### src/core/fp_scan_pkg.sv
// What this block does
// - Four latches serve the panel: odd, even, column select, lamps.
// - Each of seven columns enables two digits, eight lamps, six keys.
// - Segment and lamp bits are active low: 0 lights, 1 darkens.
// - Key return inputs use pull-downs, reading low after release.
// - 10 ms retriggerable one-shot on column writes gates LED drive.
// - Column latch MSB going high fires a key-click one-shot.
// - A key return reads high when pressed in its enabled column.
// - Each latch captures the data bus on its own write strobe.
package fp_scan_pkg;

  // ---------------------------------------------------------------
  // Register map
  // ---------------------------------------------------------------
  localparam logic [7:0] OFS_ODD_SEG = 8'h00;
  localparam logic [7:0] OFS_EVEN_SEG = 8'h04;
  localparam logic [7:0] OFS_COL_SEL = 8'h08;
  localparam logic [7:0] OFS_LAMP = 8'h0c;
  localparam logic [7:0] OFS_KEY_LIVE = 8'h10;
  localparam logic [7:0] OFS_STATUS = 8'h14;
  localparam logic [7:0] OFS_KEY_SNAP = 8'h20;
  localparam logic [7:0] OFS_KEY_SNAP_END = 8'h38;

  // ---------------------------------------------------------------
  // Field layout and reset values
  // ---------------------------------------------------------------
  localparam int NUM_COLUMNS = 7;
  localparam int NUM_KEYS = 6;
  localparam int CLICK_BIT = 7;
  localparam int STAT_DRIVE_BIT = 0;
  localparam int STAT_CLICK_BIT = 1;
  localparam logic [7:0] RST_SEG = 8'hff;
  localparam logic [7:0] RST_LAMP = 8'hff;
  localparam logic [7:0] RST_COL = 8'h00;

  // ---------------------------------------------------------------
  // Timing
  // ---------------------------------------------------------------
  localparam int CLOCK_KHZ = 50000;
  localparam int LED_HOLD_MS = 10;
  localparam int LED_HOLD_CYCLES = LED_HOLD_MS * CLOCK_KHZ;
  localparam int CLICK_US = 1000;
  localparam int CLICK_CYCLES = (CLICK_US * CLOCK_KHZ) / 1000;

  // ---------------------------------------------------------------
  // Carrier
  // ---------------------------------------------------------------
  typedef struct packed {
    logic [NUM_COLUMNS-1:0] scanColumnLines;
    logic [7:0] oddSegN;
    logic [7:0] evenSegN;
    logic [7:0] lampN;
  } panel_drive_s;

endpackage

### src/core/display_keypad_scanner.sv
// Added by the designer: the Wishbone register port and the address map.
`timescale 1ns/1ps
module display_keypad_scanner #(
  parameter int LED_HOLD = fp_scan_pkg::LED_HOLD_CYCLES,
  parameter int CLICK_HOLD = fp_scan_pkg::CLICK_CYCLES
) (
  input wire logic clock,
  input wire logic srst,
  input wire logic cyc_i,
  input wire logic stb_i,
  input wire logic we_i,
  input wire logic [7:0] adr_i,
  input wire logic [3:0] sel_i,
  input wire logic [31:0] dat_i,
  output logic [31:0] dat_o,
  output logic ack_o,
  input wire logic [fp_scan_pkg::NUM_KEYS-1:0] keypadReturnLines,
  output logic keyPullDownEn,
  output fp_scan_pkg::panel_drive_s panelDrive,
  output logic keyClick
);

  localparam int NC = fp_scan_pkg::NUM_COLUMNS;
  localparam int NK = fp_scan_pkg::NUM_KEYS;

  // ---------------------------------------------------------------
  // Bus decode
  // ---------------------------------------------------------------
  logic ack_r;
  logic busReq;
  logic wrLane0;
  logic wrOdd;
  logic wrEven;
  logic wrCol;
  logic wrLamp;
  logic snapHit;
  logic [2:0] snapIdx;
  logic rdReq;
  logic hitOdd;
  logic hitEven;
  logic hitCol;
  logic hitLamp;
  logic hitLive;
  logic hitStatus;

  function automatic logic adr_match(input logic [7:0] adr, input logic [7:0] ofs);
    return adr == ofs;
  endfunction

  assign hitOdd = adr_match(adr_i, fp_scan_pkg::OFS_ODD_SEG);
  assign hitEven = adr_match(adr_i, fp_scan_pkg::OFS_EVEN_SEG);
  assign hitCol = adr_match(adr_i, fp_scan_pkg::OFS_COL_SEL);
  assign hitLamp = adr_match(adr_i, fp_scan_pkg::OFS_LAMP);
  assign hitLive = adr_match(adr_i, fp_scan_pkg::OFS_KEY_LIVE);
  assign hitStatus = adr_match(adr_i, fp_scan_pkg::OFS_STATUS);

  assign busReq = cyc_i && stb_i && !ack_r;
  assign wrLane0 = busReq && we_i && sel_i[0];
  assign rdReq = busReq && !we_i;
  // One write strobe per latch, all sharing dat_i[7:0]
  assign wrOdd = wrLane0 && hitOdd;
  assign wrEven = wrLane0 && hitEven;
  assign wrCol = wrLane0 && hitCol;
  assign wrLamp = wrLane0 && hitLamp;
  assign snapHit = (adr_i >= fp_scan_pkg::OFS_KEY_SNAP) &&
                   (adr_i <= fp_scan_pkg::OFS_KEY_SNAP_END) && (adr_i[1:0] == 2'b00);
  assign snapIdx = 3'(({24'h000000, adr_i} - 32'(fp_scan_pkg::OFS_KEY_SNAP)) >> 2);
  assign ack_o = ack_r;

  // ---------------------------------------------------------------
  // Panel latches
  // ---------------------------------------------------------------
  logic [7:0] oddSeg_r;
  logic [7:0] evenSeg_r;
  logic [7:0] colSel_r;
  logic [7:0] lamp_r;

  always_ff @(posedge clock) begin
    if (srst) begin
      oddSeg_r <= fp_scan_pkg::RST_SEG;
      evenSeg_r <= fp_scan_pkg::RST_SEG;
      colSel_r <= fp_scan_pkg::RST_COL;
      lamp_r <= fp_scan_pkg::RST_LAMP;
    end else begin
      if (wrOdd) begin
        oddSeg_r <= dat_i[7:0];
      end
      if (wrEven) begin
        evenSeg_r <= dat_i[7:0];
      end
      if (wrCol) begin
        colSel_r <= dat_i[7:0];
      end
      if (wrLamp) begin
        lamp_r <= dat_i[7:0];
      end
    end
  end

  // ---------------------------------------------------------------
  // One-shots: LED drive guard and key click
  // ---------------------------------------------------------------
  logic ledDriveOn;
  logic clickFire;
  logic msbNew;
  logic msbOld;

  retrig_one_shot #(
    .HOLD_CYCLES(LED_HOLD)
  ) led_drive_one_shot (
    .clock(clock),
    .srst(srst),
    .trigger(wrCol),
    .active(ledDriveOn)
  );

  assign msbNew = dat_i[fp_scan_pkg::CLICK_BIT];
  assign msbOld = colSel_r[fp_scan_pkg::CLICK_BIT];
  assign clickFire = wrCol && msbNew && !msbOld;

  retrig_one_shot #(
    .HOLD_CYCLES(CLICK_HOLD)
  ) click_one_shot (
    .clock(clock),
    .srst(srst),
    .trigger(clickFire),
    .active(keyClick)
  );

  // ---------------------------------------------------------------
  // Panel outputs
  // ---------------------------------------------------------------
  localparam fp_scan_pkg::panel_drive_s DRIVE_DARK = '{
    scanColumnLines: '0,
    oddSegN: fp_scan_pkg::RST_SEG,
    evenSegN: fp_scan_pkg::RST_SEG,
    lampN: fp_scan_pkg::RST_LAMP
  };

  fp_scan_pkg::panel_drive_s drive_nxt;
  fp_scan_pkg::panel_drive_s drive_r;

  // Without the guard every column, segment and lamp is forced dark
  assign drive_nxt.scanColumnLines = ledDriveOn ? colSel_r[NC-1:0] : '0;
  assign drive_nxt.oddSegN = ledDriveOn ? oddSeg_r : DRIVE_DARK.oddSegN;
  assign drive_nxt.evenSegN = ledDriveOn ? evenSeg_r : DRIVE_DARK.evenSegN;
  assign drive_nxt.lampN = ledDriveOn ? lamp_r : DRIVE_DARK.lampN;

  always_ff @(posedge clock) begin
    if (srst) begin
      drive_r <= DRIVE_DARK;
    end else begin
      drive_r <= drive_nxt;
    end
  end

  assign panelDrive = drive_r;
  assign keyPullDownEn = 1'b1;

  // ---------------------------------------------------------------
  // Key capture when exactly one column is enabled
  // ---------------------------------------------------------------
  logic [NK-1:0] keySnap_r [NC];
  logic singleCol;
  logic [2:0] colIdx;

  function automatic logic [2:0] one_hot_index(input logic [NC-1:0] v);
    logic [2:0] idx;
    idx = '0;
    for (int i = 0; i < NC; i++) begin
      if (v[i]) begin
        idx = 3'(i);
      end
    end
    return idx;
  endfunction

  assign singleCol = drive_r.scanColumnLines != '0 &&
                     $onehot(drive_r.scanColumnLines);
  assign colIdx = one_hot_index(drive_r.scanColumnLines);

  always_ff @(posedge clock) begin
    if (srst) begin
      for (int i = 0; i < NC; i++) begin
        keySnap_r[i] <= '0;
      end
    end else if (singleCol) begin
      keySnap_r[colIdx] <= keypadReturnLines;
    end
  end

  // ---------------------------------------------------------------
  // Read path and ack
  // ---------------------------------------------------------------
  logic [7:0] rdByte;
  logic [7:0] keyLive;
  logic [7:0] statusByte;
  logic [7:0] snapByte;

  assign keyLive = 8'(keypadReturnLines);
  assign statusByte = (8'(keyClick) << fp_scan_pkg::STAT_CLICK_BIT) |
                      (8'(ledDriveOn) << fp_scan_pkg::STAT_DRIVE_BIT);
  assign snapByte = 8'(keySnap_r[snapIdx]);

  assign rdByte =
    hitOdd ? oddSeg_r :
    hitEven ? evenSeg_r :
    hitCol ? colSel_r :
    hitLamp ? lamp_r :
    hitLive ? keyLive :
    hitStatus ? statusByte :
    snapHit ? snapByte : 8'h00;

  always_ff @(posedge clock) begin
    if (srst) begin
      ack_r <= 1'b0;
      dat_o <= 32'h00000000;
    end else begin
      ack_r <= busReq;
      if (rdReq) begin
        dat_o <= {24'h000000, rdByte};
      end
    end
  end

endmodule // display_keypad_scanner

### src/core/retrig_one_shot.sv
`timescale 1ns/1ps
module retrig_one_shot #(
  parameter int HOLD_CYCLES = 16
) (
  input wire logic clock,
  input wire logic srst,
  input wire logic trigger,
  output logic active
);

  localparam int CW = $clog2(HOLD_CYCLES + 1);
  localparam logic [CW-1:0] LOAD = CW'(HOLD_CYCLES);

  logic [CW-1:0] count_r;
  logic [CW-1:0] count_nxt;

  // ---------------------------------------------------------------
  // Reload on every trigger, else count down
  // ---------------------------------------------------------------
  assign count_nxt = trigger ? LOAD : (count_r != '0) ? count_r - 1'b1 : count_r;
  assign active = (count_r != '0);

  always_ff @(posedge clock) begin
    if (srst) begin
      count_r <= '0;
    end else begin
      count_r <= count_nxt;
    end
  end

endmodule // retrig_one_shot

### config.mk
export PLATFORM = sky130hd
export DESIGN_NAME = display_keypad_scanner
export DESIGN_NICKNAME = d
export VERILOG_FILES = /design/src/core/fp_scan_pkg.sv /design/src/core/display_keypad_scanner.sv /design/src/core/retrig_one_shot.sv
export SDC_FILE = /design/constraint.sdc
export NUM_CORES = 1
export LEC_CHECK = 0
export BUFFER_PORTS_ARGS = -buffer_cell sky130_fd_sc_hd__buf_2
export CORE_MARGIN = 8
export CORE_UTILIZATION = 45
export CTS_CLUSTER_DIAMETER = 200
export DETAILED_ROUTE_END_ITERATION = 12
export PLACE_DENSITY_LB_ADDON = 0.08
export SLEW_MARGIN = 10
export SYNTH_ARGS = -nofsm -noshare
export SYNTH_HDL_FRONTEND = slang
export SYNTH_SLANG_ARGS = --single-unit
### constraint.sdc
create_clock -name clock -period 3.78 [get_ports clock]
set_input_delay 0.567 -clock clock [delete_from_list [all_inputs] [get_ports clock]]
set_output_delay 0.567 -clock clock [all_outputs]
set_load 0.05 [all_outputs]
# Yosys cells after proc, flatten, opt, wreduce, memory -nomap -nowiden
# Memories as Yosys holds them, arrays and structs flattened.
# Index checks and enable logic that the tools add are counted.
[totals] mem_count=1 inputBits=55 reg_bits=107 out_inout_bits=66 ram_bits=42 wordCells=87
[op_classes] mux=25 addsub=9 eq_ne=6 n_reduce_logical=28 magnitude_cmp=2 n_bitwise=2
[memory_table] memory="keySnap_r" depth=7 width=6 rd=1 rd_clocked_by_memory_dff=0 write_ports=7 line_no="display_keypad_scanner.sv:163" source="logic [NK-1:0] keySnap_r [NC];"
[op_table] operator="two-way mux 19 bit" count=2
[op_table] operator="two-way mux 16 bit" count=2
[op_table] operator="two-way mux 8 bit" count=4
[op_table] operator="two-way mux 6 bit" count=4
[op_table] operator="nonzero test 19 bit" count=1
[op_table] operator="subtractor 19 x 1 -> 19 bit (second input constant)" count=1
[op_table] operator="two-way mux 3 bit" count=6
[op_table] operator="equality test 8 x 4 -> 1 bit (second input constant)" count=2
[op_table] operator="equality test 8 x 5 -> 1 bit (second input constant)" count=2
[op_table] operator="nonzero test 16 bit" count=1
[op_table] operator="subtractor 16 x 1 -> 16 bit (second input constant)" count=1
[op_table] operator="logical AND 1 bit" count=14
[op_table] operator="equality test 8 x 3 -> 1 bit (second input constant)" count=1
[op_table] operator="greater-or-equal comparator 8 x 6 -> 1 bit (second input constant)" count=1
[op_table] operator="<= comparator 8 x 6 -> 1 bit (second input constant)" count=1
[op_table] operator="zero test 8 bit" count=1
[op_table] operator="two-way mux 1 bit" count=7
[op_table] operator="nonzero test 7 bit" count=1
[op_table] operator="adder 1 x 1 -> 2 bit" count=3
[op_table] operator="OR reduction 2 bit" count=3
[op_table] operator="OR reduction 6 bit" count=1
[op_table] operator="subtractor 5 x 1 -> 5 bit (second input constant)" count=1
[op_table] operator="nonzero test 2 bit" count=2
[op_table] operator="adder 2 x 1 -> 3 bit" count=1
[op_table] operator="other kinds (7)" count=9

# Depth between registers and ports, before layout
[depth] word_depth=10 depth_mapped=11 mapped_depth_nobuf=11

# Hierarchy
# From an unflattened synthesis, not the netlist that was laid out.
[hier_totals] hier_cells=696 area_unflattened_um2=7224.4
[by_module_without_submodules] mod="display_keypad_scanner" seq_area_each_um2=2822.7 n_inst=1 area_per_inst_um2=5406.4 cells_each=484
[by_module_without_submodules] mod="retrig_one_shot (led_drive_one_shot)" seq_area_each_um2=380.4 n_inst=1 area_per_inst_um2=987.2 cells_each=111
[by_module_without_submodules] mod="retrig_one_shot (click_one_shot)" seq_area_each_um2=320.3 n_inst=1 area_per_inst_um2=830.8 cells_each=101

# Worst setup path before layout
# Ideal clock, no wire load.
[synth_path] kind="reg-to-reg" start="register drive_r (netlist bit panelDrive[24])" end="memory keySnap_r[1][0] (netlist bit), enable pin" path_buffers=0 setup_time_ns=0.322 synth_period_minus_slack_ns=3.977 path_slack_ns=-0.197 t_required_ns=3.458 t_arrival_ns=3.655 stages_incl_launch_ff=12 path_cell_list="dfxtp_1 > inv_1 > fa_1 > fa_1 > fa_1 > inv_1 > fa_1 > nor4_1 > nand2_1 > nor4_1 > nand2_1 > nand2b_1"
[synth_rtl] element="start, declared" line_no="display_keypad_scanner.sv:141" source="fp_scan_pkg::panel_drive_s drive_r;"
[synth_rtl] element="start signal, assigned" line_no="display_keypad_scanner.sv:153" source="drive_r <= drive_nxt;"
[synth_rtl] element="end, declared" line_no="display_keypad_scanner.sv:163"

==> reports/qor.csv <==
stage;metric;value;unit
placement;post-placement cell count;953;
worst_setup_path;Reg2Reg Depth;11;
detailed_routing;routed len/inst;17.43;um
clocking;Max Root-Sink Buffers;2;
worst_setup_path;CP Capture Type;flop;
detailed_routing;met2 routed WL;7976;um
worst_setup_path;R2R setup slack;0.18;ns
clocking;CTS hold repair buffers;0;
worst_hold_path;hold endpoint;colSel_r[6];
yosys;Syn Area/Cell;10.14;sq um
yosys;post-synth top area cell;dfxtp_1;
finish;fin nets;823;
floorplanning;starting density of the core;46.13;%
clocking;CTS Buf Count;17;
yosys;Mapped Area;7039;sq um
power_and_ir_drop;Pint;3.352;mW
power_and_ir_drop;PnR Total Power;5.025;mW
detailed_routing;wl on met1;8007;um
finish;layout cells sized above 1;19.15;%
outcome;status;finished, final reports clean;
worst_setup_path;reg2reg start;panelDrive[24];
detailed_routing;drt first pass iters;6;
detailed_routing;Initial DRC Count;347;
floorplanning;# IOs;121;
sta;max frequency;277.6;MHz
worst_setup_path;CP Class;reg -> reg;
clocking;post-cts sizing count;0;
grt;Overflow after GRT;0;
yosys;Distinct cells, synth;59;
finish;multi-input logic area;3158;sq um
detailed_routing;DR WL met3;947;um
yosys;Synth Flop Type;dfxtp_1;
worst_setup_path;CP startpoint kind;flop;
sta;min cycle time layout;3.603;ns
yosys;Synth async-reset ratio;0;%
floorplanning;DIE WIDTH;141.1;um
finish;diode count;0;
worst_setup_path;critical path arrival;3.73;ns
run;Max Cap Viol;0;
detailed_routing;vias;5252;
yosys;number of flops mapped to enable cells by yosys;42;
power_and_ir_drop;VDD IR max;342.2;uV
power_and_ir_drop;leakage power;3.236;nW
sta;Final Hold Fails;0;
sta;Final Skew;0.01047;ns
clocking;Clock Sinks;155;
clocking;CTS root buffer;clkbuf_16;
placement;DP Area;7500;sq um
grt;number of global-route vias before repair;5175;
worst_hold_path;Hold Path Class;in -> reg;
yosys;post-synth top area share;32.14;%
detailed_routing;DRC viols;0;
yosys;Seq cells post-synth;155;
floorplanning;Die H;141.1;um
sta;RSZ-0062 raised after global routing;false;
yosys;sequential fraction of the synthesis area;50.05;%
sta;Setup TNS Final;0;ns
finish;FILL cells;1374;
finish;Post-Layout Cell Count;984;
clocking;worst-skew pair later-pin latency;0.42;ns
yosys;Syn Inst Count;694;
clocking;Clk pin slew, worst setup/hold paths;0.06;ns
power_and_ir_drop;sequential share of power;39.9;%
placement;I/O Buffers;68;
placement;GP Congestion;0.8536;
worst_setup_path;RR Endpoint;keySnap_r[0][4];
placement;dpl ws;0.05859;ns
finish;post-route cell area;8093;sq um
worst_hold_path;hold_sp;dat_i[6];
floorplanning;Rows;45;
power_and_ir_drop;Clk pwr share;32.8;%
yosys;Yosys warning total;0;
grt;first-pass GRT wire length;27770;um
yosys;most common cell in the netlist;dfxtp_1;
power_and_ir_drop;Logic pwr share;27.2;%
worst_setup_path;WP data required;3.91;ns
finish;Area Growth Syn to Fin;14.97;%
grt;initial antenna violation count;0;
sta;final worst slack;0.1771;ns
detailed_routing;top layer used by detailed routing;met4;
sta;Slew headroom;44.93;%
clocking;CTS HTree Levels;4;
sta;final setup fails;0;
placement;DP HPWL;12510;um
detailed_routing;ANT nets after route;0;
clocking;CTS tree;built;
clocking;Setup Fix Bufs, Post-CTS;0;
sta;Final Max Slew Viols;0;
worst_setup_path;crit-path max FO;6;
finish;FF/Latch Area;3527;sq um
grt;largest net degree at the start of global routing;33;
floorplanning;Core ar.;15260;sq um
power_and_ir_drop;Net Sw Frac;33.30;%
power_and_ir_drop;Switch Pwr;1.673;mW
worst_hold_path;hold depth;3;
floorplanning;die area;19900;sq um
sta;Slew @ Worst Pin;0.8260;ns
detailed_routing;vias per inst;5.337;
grt;global router's overall resource usage;17.68;%
power_and_ir_drop;pwr dens;621.0;nW/um^2
sta;final period utilization;95.32;%
detailed_routing;DRT Wirelength;17150;um
yosys;synth top area cells;dfxtp_1 (32%), edfxtp_1 (18%), nor2_1 (5.7%);
yosys;Post-synth top cells;dfxtp_1 (113), nor2_1 (106), edfxtp_1 (42);
==> registers in the layout, summed over array words and instances (netlist names) <==
signal,flops
lamp_r,8
panelDrive,31
dat_o,8
click_one_shot.count_r,16
keySnap_r,48
colSel_r,8
ack_o,1
led_drive_one_shot.count_r,19
oddSeg_r,8
evenSeg_r,8
==> critical path, cell delays in order, from the launching register on <==
cell and delay (ns):
dfxtp_2 0.33, inv_1 0.07, fa_1 0.55, fa_1 0.44, fa_1 0.37, inv_1 0.08, fa_1 0.45, nor4_2 0.34
nand2_1 0.15, nor4_2 0.21, nand2_1 0.18, nand2b_4 0.15
==> how the worst max path moves through the flow <==
stage | start | to | slack, ns
final | panelDrive[24] | keySnap_r[0][4] | 0.18
after global routing | panelDrive[24] | keySnap_r[0][2] | 0.03
after CTS | panelDrive[24] | keySnap_r[0][2] | 0.04
after detailed placement | panelDrive[24] | keySnap_r[0][4] | 0.06
after global placement | panelDrive[24] | keySnap_r[0][3] | 0.19
after floorplan | panelDrive[24] | keySnap_r[4][0] | 0.0002
==> layer usage <==
metal	vias to the layer above	GRT usage [%]
met5	-	0
met4	0	4.525
met3	16	4.727
met2	170	27.47
met1	2560	23.87
li1	2506	-
==> final cells by class <==
type	instances	share of cell area [%]
Clock buffer	20	5.782
Clock inverter	11	1.361
Inverter	38	1.763
Multi-Input combinational cell	470	39.02
Sequential cell	155	43.58
Tap cell	211	3.262
Timing Repair Buffer	79	5.226
==> metrics by stage <==
| stage | util [%] | hold WS, ns |
|---|---|---|
| 4_1_cts | 52.94 | 0.3968 |
| 6_report | 53.04 | 0.4042 |
| 2_1_floorplan | - | 0.4176 |
| 3_5_place_dp | 49.15 | 0.4498 |
| 3_3_place_gp | 49.15 | 0.4424 |
| 5_1_grt | 53.04 | 0.4152 |
==> cells by family (layout without fill, tap and decap cells) <==
kind of cell | after synthesis | in the layout | synth area share, %
DFF | 155 | 155 | 50.05
other | 2 | 31 | 0.1067
buffers and inverters | 98 | 148 | 7.057
and+or+nand+nor | 256 | 256 | 18.81
muxes | 43 | 43 | 8.852
AOI/OAI and AO/OA | 111 | 111 | 10.72
adders and majority gates | 7 | 7 | 1.671
xor gates and xnor gates | 22 | 22 | 2.737
==> power groups by stage <==
stage                     clock network [mW]  registers, mW  logic (mW)
after global routing                    1.76           2.03        1.54
after floorplan                            0           2.01        1.17
after CTS                               1.68           2.01        1.37
final                                   1.65           2.01        1.37
after global placement                     0           2.03        1.35
after detailed placement                   0           2.04        1.36
==> placed cells by master (no fill, tap or decap), types with 3 or more instances in the layout <==
cell type	n
a211o_1	24
a211oi_1	4
a21oi_1	35
a22o_1	4
a31oi_1	6
and2_1	16
buf_2	68
buf_4	11
clkbuf_16	18
clkinv_4	5
conb_1	31
dfxtp_1	110
dfxtp_2	3
edfxtp_1	42
fa_1	4
ha_1	3
inv_1	38
mux2_2	4
mux2i_1	24
mux4_2	15
nand2_1	25
nand2b_1	32
nand3_1	15
nand3b_1	4
nand4_1	8
nor2_1	106
nor2b_1	7
nor3_1	11
nor4_1	6
nor4_2	3
o21ai_0	15
o22ai_1	7
o2bb2ai_1	3
or3_1	4
or4_1	3
xnor2_1	10
xor2_1	12
No activity file was read; power rests on OpenSTA's default activity.
